**src/rtl/qupin_pkg.sv**
```systemverilog
// Shared constants and carrier types for the quad UART pin interface
package qupin_pkg;

   // ************************************************************
   // Channel count and status word layout
   // ************************************************************
   localparam int           CHANNELS    = 4;
   localparam int           STAT_WIDTH  = 8;
   localparam int           STAT_TX_LSB = 0;  // Inverted tx ready pins, A..D
   localparam int           STAT_RX_LSB = 4;  // Plain rx ready pins, A..D

   // ************************************************************
   // Reset and idle levels
   // ************************************************************
   localparam logic         TX_IDLE_STD   = 1'b1;  // Standard line idles high
   localparam logic         TX_IDLE_IR    = 1'b0;  // Infrared line idles low
   localparam logic         RX_IDLE_IR    = 1'b0;  // Infrared receive idles low
   localparam logic         MODEM_OFF_N   = 1'b1;  // Active-low modem outputs off
   localparam logic         READY_OFF_N   = 1'b1;  // Active-low ready outputs off
   localparam logic         PIN_IDLE_HIGH = 1'b1;  // Synchroniser reset for high pins

   // ************************************************************
   // Infrared timing in sixteenth-bit ticks
   // ************************************************************
   localparam int           TICK_W         = 5;
   localparam logic [4:0]   IR_PULSE_TICKS = 5'h03;  // Three sixteenths of a bit
   localparam logic [4:0]   BIT_TICKS      = 5'h10;  // One whole bit
   localparam logic [4:0]   TICKS_ZERO     = 5'h00;
   localparam logic [4:0]   TICK_ONE       = 5'h01;

   // ************************************************************
   // Per-channel carriers
   // ************************************************************
   // Control bits that software keeps in the channel registers
   typedef struct packed {
      logic ir_en;        // Modem control bit 6: infrared on tx and rx pins
      logic rx_inv;       // Feature control bit 2: invert infrared receive
      logic rts_bit;      // Modem control bit 1: request-to-send asserted
      logic auto_rts_en;  // Enhanced feature bit 6
      logic auto_cts_en;  // Enhanced feature bit 7
      logic cts_irq_en;   // Interrupt enable bit 7
      logic dtr_bit;      // Modem control bit 0: terminal ready asserted
   } qupin_ctrl_t;

   // State that the channel core hands to the pins
   typedef struct packed {
      logic tx_data;       // Serial transmit bit, high when idle
      logic tx_bit_start;  // One-cycle pulse at each bit start
      logic tx_ready;      // Transmit FIFO or holding register ready
      logic rx_ready;      // Receive FIFO or holding register ready
      logic rts_allow;     // Flow control threshold still allows sending
   } qupin_core_t;

   // What the pins hand back to the channel core
   typedef struct packed {
      logic rx_data;     // Decoded serial receive bit, high when idle
      logic cts;         // Clear-to-send asserted, active high
      logic dsr;         // Data-set-ready asserted, active high
      logic tx_hold;     // Automatic flow control stops the transmitter
      logic cts_change;  // One-cycle pulse on a clear-to-send change
   } qupin_sense_t;

endpackage : qupin_pkg

```
**src/rtl/qupin_irda.sv**
```systemverilog
// Infrared pulse encoder and decoder for one channel
module qupin_irda (
   input  wire logic i_mclk,
   input  wire logic i_rst_b,
   input  wire logic i_tick16,       // Sixteenth-bit tick
   input  wire logic i_tx_data,      // Serial transmit bit
   input  wire logic i_tx_bit_start, // Start of a transmit bit
   input  wire logic i_ir_rx,        // Synchronised, polarity-corrected receive
   output logic      o_ir_pulse,     // Encoded transmit, low when idle
   output logic      o_rx_nrz        // Decoded receive, high when idle
);

   // ************************************************************
   // Encoder
   // ************************************************************
   logic [qupin_pkg::TICK_W-1:0] pcnt;
   logic [qupin_pkg::TICK_W-1:0] next_pcnt;
   wire                          p_start = i_tx_bit_start & ~i_tx_data;
   wire                          p_step  = i_tick16 & (pcnt != qupin_pkg::TICKS_ZERO);

   // A zero bit starts a short pulse, a one bit sends nothing
   assign next_pcnt = p_start ? qupin_pkg::IR_PULSE_TICKS :
                      p_step  ? pcnt - qupin_pkg::TICK_ONE : pcnt;

   // Pulse counter and encoded output
   always_ff @(posedge i_mclk or negedge i_rst_b) begin
      if (!i_rst_b) begin
         pcnt       <= qupin_pkg::TICKS_ZERO;
         o_ir_pulse <= qupin_pkg::TX_IDLE_IR;
      end else begin
         pcnt       <= next_pcnt;
         o_ir_pulse <= (next_pcnt != qupin_pkg::TICKS_ZERO);
      end
   end

   // ************************************************************
   // Decoder
   // ************************************************************
   logic                         ir_prev;
   logic [qupin_pkg::TICK_W-1:0] dcnt;
   logic [qupin_pkg::TICK_W-1:0] next_dcnt;
   wire                          d_rise = i_ir_rx & ~ir_prev;
   wire                          d_step = i_tick16 & (dcnt != qupin_pkg::TICKS_ZERO);

   // Each received pulse becomes one whole low bit
   assign next_dcnt = d_rise ? qupin_pkg::BIT_TICKS :
                      d_step ? dcnt - qupin_pkg::TICK_ONE : dcnt;

   // Edge history, bit stretcher and decoded output
   always_ff @(posedge i_mclk or negedge i_rst_b) begin
      if (!i_rst_b) begin
         ir_prev  <= qupin_pkg::PIN_IDLE_HIGH;  // Same as synchroniser reset, no false rise
         dcnt     <= qupin_pkg::TICKS_ZERO;
         o_rx_nrz <= qupin_pkg::TX_IDLE_STD;
      end else begin
         ir_prev  <= i_ir_rx;
         dcnt     <= next_dcnt;
         o_rx_nrz <= (next_dcnt == qupin_pkg::TICKS_ZERO);
      end
   end

endmodule : qupin_irda

```
**src/rtl/qupin_top.sv**
```systemverilog
// Serial, modem and ready-status pin logic of a four-channel UART
module qupin_top #(
   parameter int CHANNELS = qupin_pkg::CHANNELS
) (
   input  wire logic                        i_mclk,
   input  wire logic                        i_rst_b,
   // Core side, same clock
   input  wire logic                        i_tick16,
   input  qupin_pkg::qupin_ctrl_t           i_ctrl     [CHANNELS],
   input  qupin_pkg::qupin_core_t           i_core     [CHANNELS],
   output qupin_pkg::qupin_sense_t          o_sense    [CHANNELS],
   // Serial and modem pins
   output logic [CHANNELS-1:0]              o_tx,
   output logic [CHANNELS-1:0]              o_infrared_tx_out,
   input  wire logic [CHANNELS-1:0]         i_rx,
   output logic [CHANNELS-1:0]              o_rts_n,
   input  wire logic [CHANNELS-1:0]         i_cts_n,
   output logic [CHANNELS-1:0]              o_dtr_n,
   input  wire logic [CHANNELS-1:0]         i_dsr_n,
   // Ready pins
   output logic [CHANNELS-1:0]              o_chan_tx_ready_n,
   output logic [CHANNELS-1:0]              o_chan_rx_ready_n,
   output logic                             o_tx_ready_n,
   output logic                             o_rx_ready_n,
   // Status word on the data bus
   input  wire logic                        i_status_word_select_n,
   output logic [qupin_pkg::STAT_WIDTH-1:0] o_data,
   output logic                             o_data_oe_n
);

   // ************************************************************
   // Elaboration check
   // ************************************************************
   // The status word has room for exactly four channels
   generate
      if (CHANNELS != 4) begin : g_bad_channels
         $error("qupin_top serves exactly four channels");
      end
   endgenerate

   // ************************************************************
   // Pin synchronisers
   // ************************************************************
   localparam int SYNC_W = 3 * CHANNELS + 1;

   logic [SYNC_W-1:0] pin_meta;
   logic [SYNC_W-1:0] pin_sync;
   wire  [SYNC_W-1:0] pin_raw = {i_status_word_select_n, i_dsr_n, i_cts_n, i_rx};

   // Two flops on every pin input; only the second is read
   always_ff @(posedge i_mclk or negedge i_rst_b) begin
      if (!i_rst_b) begin
         pin_meta <= {SYNC_W{qupin_pkg::PIN_IDLE_HIGH}};
         pin_sync <= {SYNC_W{qupin_pkg::PIN_IDLE_HIGH}};
      end else begin
         pin_meta <= pin_raw;
         pin_sync <= pin_meta;
      end
   end

   // Synchronised pin levels by group
   wire [CHANNELS-1:0] rx_s    = pin_sync[CHANNELS-1:0];
   wire [CHANNELS-1:0] cts_n_s = pin_sync[2*CHANNELS-1:CHANNELS];
   wire [CHANNELS-1:0] dsr_n_s = pin_sync[3*CHANNELS-1:2*CHANNELS];
   wire                sel_n_s = pin_sync[SYNC_W-1];

   // ************************************************************
   // Per-channel pin logic
   // ************************************************************
   logic [CHANNELS-1:0] ir_pulse;
   logic [CHANNELS-1:0] ir_nrz;
   logic [CHANNELS-1:0] cts_prev;

   generate
      for (genvar ch = 0; ch < CHANNELS; ch++) begin : g_chan
         // Controls and core state of this channel only
         qupin_pkg::qupin_ctrl_t c;
         qupin_pkg::qupin_core_t k;
         assign c = i_ctrl[ch];
         assign k = i_core[ch];

         // Receive polarity fix ahead of the decoder
         wire ir_rx_in = rx_s[ch] ^ c.rx_inv;

         qupin_irda u_irda (
            .i_mclk         (i_mclk),
            .i_rst_b        (i_rst_b),
            .i_tick16       (i_tick16),
            .i_tx_data      (k.tx_data),
            .i_tx_bit_start (k.tx_bit_start),
            .i_ir_rx        (ir_rx_in),
            .o_ir_pulse     (ir_pulse[ch]),
            .o_rx_nrz       (ir_nrz[ch])
         );

         // Transmit pin follows the selected mode
         wire next_tx = c.ir_en ? ir_pulse[ch] : k.tx_data;

         // Receive path: decoder in infrared mode, line as is otherwise
         wire rx_bit = c.ir_en ? ir_nrz[ch] : rx_s[ch];

         // Request-to-send needs the bit; automatic control may only drop it
         wire rts_on = c.rts_bit & (~c.auto_rts_en | k.rts_allow);

         // Clear-to-send level, transmit stop and change event
         wire cts_on     = ~cts_n_s[ch];
         wire tx_hold    = c.auto_cts_en & ~cts_on;
         wire cts_change = c.cts_irq_en & (cts_n_s[ch] ^ cts_prev[ch]);

         // Pin and core-facing registers
         always_ff @(posedge i_mclk or negedge i_rst_b) begin
            if (!i_rst_b) begin
               o_tx[ch]              <= qupin_pkg::TX_IDLE_STD;
               o_infrared_tx_out[ch] <= qupin_pkg::TX_IDLE_IR;
               o_rts_n[ch]           <= qupin_pkg::MODEM_OFF_N;
               o_dtr_n[ch]           <= qupin_pkg::MODEM_OFF_N;
               o_chan_tx_ready_n[ch] <= qupin_pkg::READY_OFF_N;
               o_chan_rx_ready_n[ch] <= qupin_pkg::READY_OFF_N;
               cts_prev[ch]          <= qupin_pkg::PIN_IDLE_HIGH;
               o_sense[ch]           <= '{rx_data: 1'b1, cts: 1'b0, dsr: 1'b0,
                                          tx_hold: 1'b0, cts_change: 1'b0};
            end else begin
               o_tx[ch]              <= next_tx;
               o_infrared_tx_out[ch] <= ir_pulse[ch];
               o_rts_n[ch]           <= ~rts_on;
               o_dtr_n[ch]           <= ~c.dtr_bit;
               o_chan_tx_ready_n[ch] <= ~k.tx_ready;
               o_chan_rx_ready_n[ch] <= ~k.rx_ready;
               cts_prev[ch]          <= cts_n_s[ch];
               o_sense[ch]           <= '{rx_data:    rx_bit,
                                          cts:        cts_on,
                                          dsr:        ~dsr_n_s[ch],
                                          tx_hold:    tx_hold,
                                          cts_change: cts_change};
            end
         end
      end
   endgenerate

   // ************************************************************
   // Combined ready outputs
   // ************************************************************
   // Active low, so any channel low pulls the combined pin low
   wire next_tx_ready_n = &o_chan_tx_ready_n;
   wire next_rx_ready_n = &o_chan_rx_ready_n;

   // ************************************************************
   // Ready status word
   // ************************************************************
   logic [qupin_pkg::STAT_WIDTH-1:0] fifo_ready_status;

   // Transmit pins inverted, receive pins as they stand
   always_comb begin
      fifo_ready_status = '0;
      fifo_ready_status[qupin_pkg::STAT_TX_LSB +: CHANNELS] = ~o_chan_tx_ready_n;
      fifo_ready_status[qupin_pkg::STAT_RX_LSB +: CHANNELS] = o_chan_rx_ready_n;
   end

   // Drive on select alone; release and park at zero otherwise
   wire                             next_oe_n = sel_n_s;
   wire [qupin_pkg::STAT_WIDTH-1:0] next_data =
      sel_n_s ? '0 : fifo_ready_status;

   // Combined pins and bus drivers
   always_ff @(posedge i_mclk or negedge i_rst_b) begin
      if (!i_rst_b) begin
         o_tx_ready_n <= qupin_pkg::READY_OFF_N;
         o_rx_ready_n <= qupin_pkg::READY_OFF_N;
         o_data       <= '0;
         o_data_oe_n  <= 1'b1;
      end else begin
         o_tx_ready_n <= next_tx_ready_n;
         o_rx_ready_n <= next_rx_ready_n;
         o_data       <= next_data;
         o_data_oe_n  <= next_oe_n;
      end
   end

endmodule : qupin_top

```
**config.mk**
```make
export PLATFORM = sky130hd
export DESIGN_NAME = qupin_top
export DESIGN_NICKNAME = d
export VERILOG_FILES = /design/src/rtl/qupin_pkg.sv /design/src/rtl/qupin_irda.sv /design/src/rtl/qupin_top.sv
export SDC_FILE = /design/constraint.sdc
export NUM_CORES = 1
export LEC_CHECK = 0
export BUFFER_PORTS_ARGS = -buffer_cell sky130_fd_sc_hd__buf_2
export CAP_MARGIN = 15
export CORE_ASPECT_RATIO = 0.7
export CORE_MARGIN = 3
export CORE_UTILIZATION = 55
export CTS_BUF_LIST = sky130_fd_sc_hd__clkbuf_4 sky130_fd_sc_hd__clkbuf_8
export DETAILED_ROUTE_END_ITERATION = 12
export PLACE_DENSITY = 0.88
export SLEW_MARGIN = 0
export SYNTH_ARGS = -nofsm -noshare
export SYNTH_HDL_FRONTEND = slang
export SYNTH_SLANG_ARGS = --single-unit
```
**constraint.sdc**
```tcl
create_clock -name i_mclk -period 2.1 [get_ports i_mclk]
set_input_delay 0.105 -clock i_mclk [delete_from_list [all_inputs] [get_ports i_mclk]]
set_output_delay 0.105 -clock i_mclk [all_outputs]
set_load 0.01 [all_outputs]
```
==> key figures <==
Pwr
  – Power dissipated by switching net loads: ~0.0024 W
  – Clock network fraction of total power: 0.279
  – Int Power: between 0.005 and 0.006 W
  – Part of the power in registers: 0.470
  – IR drop worst, VDD: a little under 700 uV
  – Leakage: 3.32 nW
  – Comb power frac: 0.251
  – Power density normalized to cell area: about 1100 mW/mm^2
  – Share of total power consumed by net switching: 0.315

Critical path
  – Gate family responsible for the most delay along the worst path: simple AND/OR/NAND/NOR gates
  – Sort of element at the start of the critical path: flip-flop
  – Type of element capturing the critical path: flip-flop
  – Cell-by-cell trace of the critical path: inv_1, ha_1, or4b_4, nand2_2, a31oi_2, or4_1
  – Critical Path AT: between 2 and 2.5 ns
  – Critical path peak fanout: 3
  – Slowest cell on the critical path: or4_1
  – Worst path required time: approximately 2.4 ns
  – Worst setup path class: reg2reg
  – Buf+Inv Stages, Crit Path: 1
  – Crit path largest cell delay: between 0.5 and 0.6 ns

Timing
  – Total count of hold-check failures in the final report: 0
  – Post-route fraction of the period consumed by the critical path: 0.958
  – Max_slew headroom: 0.618
  – Final TNS setup: 0 ns
  – Final setup viols: 0
  – Achievable clock frequency: approximately 500 MHz
  – Largest clock skew in the final design: roughly 0.014 ns
  – Worst-margin pin slew: approximately 0.57 ns
  – Final number of max-transition violations: 0
  – Unrepaired setup endpoints after global routing: false
  – Clock period minus worst slack: 2.01 ns

Final layout
  – Final core area utilization: 0.765
  – Most frequent standard cell in the layout excluding fill and tap cells: buf_2
  – Layout cell share with drive strength beyond 1: 0.387
  – Count of antenna diodes in the layout: 0
  – Syn-to-layout area delta: 33.3%
  – Filler cells: ~580
  – Highest-count cells in the layout ignoring fill and taps: buf_2 (117), dfrtp_1 (72), dfstp_2 (65)
  – Final #Nets: 685

Routing
  – Total wirelength of the detailed-routed design: between 10000 and 15000 um
  – Post-detailed-route via-to-cell ratio: between 5 and 6
  – Starting DRT DRC Count: a little under 300
  – Final antenna-violating net count: 0
  – Total number of vias: 3800
  – First-pass iteration count of the detailed router: 4
  – Avg WL per Cell: around 15 um
  – Residual DRC count: 0

Floorplanning
  – Std-Cell Core Area: 0.00922 sq mm
  – Starting utilization of the core area: 0.574
  – Row count: 29
  – Die W: 123 um
  – I/O Pins: about 120
  – Chip Height: between 80 and 90 um
  – Total Die Area: ~0.011 sq mm

Global route
  – GRT Total Usage: 0.223
  – Largest net degree at the start of global routing: just over 90
  – Number of antenna violations at the first check in global routing: 0
  – Wire length of the first global-routing pass: between 15000 and 20000 um
  – Remaining global-route overflow: 0
  – Vias in the first global route: roughly 4000

Synthesis
  – Synthesized net count: just under 500
  – Compound-cell area share of the yosys netlist: 0.0864
  – Post-synth cell types: 45
  – Warnings from Yosys: 0
  – Combinational family with the most area after synthesis: simple AND/OR/NAND/NOR gates
  – Commonest register cell after synthesis: dfrtp_1
  – Average footprint of a synthesized cell: 12.7 sq um
  – Fraction of synthesis flops using an asynchronous set or reset pin: 1.00
  – Number of synthesized flops with an enable pin: 0
  – Post-synthesis share of cell area spent on full adders, half adders and majority gates: 0.0189
  – Post-synthesis instance total: approximately 420
  – Fraction of the yosys area taken by sequential cells: 0.664
  – Synthesized-area fraction occupied by and/or/nand/nor cells: 0.134
  – Mux cell area share after synthesis: 0.0270
  – Flop and latch count out of synthesis: ~140
  – Synth Area in XOR/XNOR: 0.0348
  – Cell Area, Synth: 0.00529 sq mm

Placed design
  – Placer Congestion: ~0.85
  – Count of input and output buffers: 118
  – Half-perimeter wire length of the detailed placement result: 7020 um

Clock network
  – Buffer cell driving the clock tree root: clkbuf_8
  – Count of instances resized after the clock tree is built: 0
  – Hold bufs inserted after CTS: 59
  – Clock latency on the worst-skew pair: 0.43 ns
  – Total clock sinks: 137
  – Reg clk slew, reported paths: ~0.080 ns
  – Cts bufs inserted: 17
  – H-tree level count: 4
  – Number of buffers inserted by post-CTS setup repair: 0
  – TritonCTS clock tree: built
  – Clock Tree Buf Depth: 2

Worst hold path
  – Hold/Removal Path Class: in2reg

Job
  – Max capacitance violation total: 0

Status
  – Run status: finished clean
[power by group through the flow]
stage / registers, W / logic [W] / clock network (W)
floorplan: 0.00359 / 0.00123 / 0
global placement: 0.00358 / 0.00165 / 0
detailed placement: 0.00362 / 0.00179 / 0
CTS: 0.00358 / 0.00191 / 0.00218
global route: 0.00366 / 0.00217 / 0.00231
finish: 0.00359 / 0.00192 / 0.00213
[final timing paths]
path                       slack, ns                startpoint  depth (start not counted)                          end
setup reg to reg                0.09  g_chan[0].u_irda.pcnt[1]                          6  g_chan[0].u_irda.o_ir_pulse
max in group asynchronous       1.37                   i_rst_b                          3    g_chan[2].u_irda.o_rx_nrz
hold / removal                  0.06                i_core[18]                          3     g_chan[0].u_irda.pcnt[2]
setup / recovery                0.09  g_chan[0].u_irda.pcnt[1]                          6  g_chan[0].u_irda.o_ir_pulse
min in group asynchronous       0.24                   i_rst_b                          3                   o_sense[0]
hold reg to reg                 0.35               pin_meta[6]                          0                  pin_sync[6]
[logic make-up (layout without fill, tap and decap cells)]
group / Yosys count / in the layout
buffers and inverters: 48 / 258
xor gates and xnor gates: 21 / 21
muxes: 13 / 13
and+or+nand+nor: 127 / 127
adders and majority gates: 8 / 8
DFF: 137 / 137
AOI/OAI and AO/OA: 62 / 62
[cell usage after synthesis, types with 9 or more instances]
cell,count,area share
dfrtp_1,72,0.34
nand2b_1,11,0.013
and2_1,9,0.011
dfstp_2,65,0.32
o21ai_0,10,0.0095
nand2_1,28,0.020
xnor2_1,11,0.018
inv_1,45,0.032
nor2_1,27,0.019
nor2b_1,14,0.017
xor2_1,10,0.017
mux2_2,10,0.021
a21oi_1,17,0.016
[layer usage]
layer,up-vias,wire length [um],GRT usage
met3,15,526,0.0639
li1,1805,-,-
met4,0,140,0.0774
met5,-,0,0
met1,1873,4660,0.267
met2,107,5870,0.392
[cell type report]
cell class | count | area (sq um) | area share
repair buffers | 181 | 1230 | 0.174
flip-flops and latches | 137 | 3510 | 0.498
inverters | 45 | 169 | 0.0240
clock inverters | 14 | 145 | 0.0206
well taps | 124 | 155 | 0.0220
clock buffers | 18 | 248 | 0.0352
multi-input cells | 231 | 1590 | 0.226
[registers in the layout, indices dropped and copies added (netlist names)]
register	count
cts_prev	4
g_chan.u_irda.dcnt	20
g_chan.u_irda.ir_prev	4
g_chan.u_irda.o_ir_pulse	4
g_chan.u_irda.o_rx_nrz	4
g_chan.u_irda.pcnt	20
o_chan_rx_ready_n	4
o_chan_tx_ready_n	4
o_data	8
o_data_oe_n	1
o_dtr_n	4
o_infrared_tx_out	4
o_rts_n	4
o_rx_ready_n	1
o_sense	20
o_tx	4
o_tx_ready_n	1
pin_meta	13
pin_sync	13
[per-stage QoR]
stage	cell area (sq um)	power, W	cells	hold slack, ns	worst slack [ns]
after global placement	6060	0.00523	659	0.178	0.193
after detailed placement	6060	0.00541	659	0.179	0.113
after CTS	7050	0.00767	750	0.0386	0.0936
after floorplan	5290	0.00482	416	-0.191	0.238
after global routing	7050	0.00814	750	0.0711	0.00194
final	7050	0.00764	750	0.0583	0.0875
[tightest hold or removal path, cell delays in order]
cell     delay, ns
buf_2         0.10
nor2b_1       0.14
nor2_1        0.10
Power figures use the tool's default switching activity.
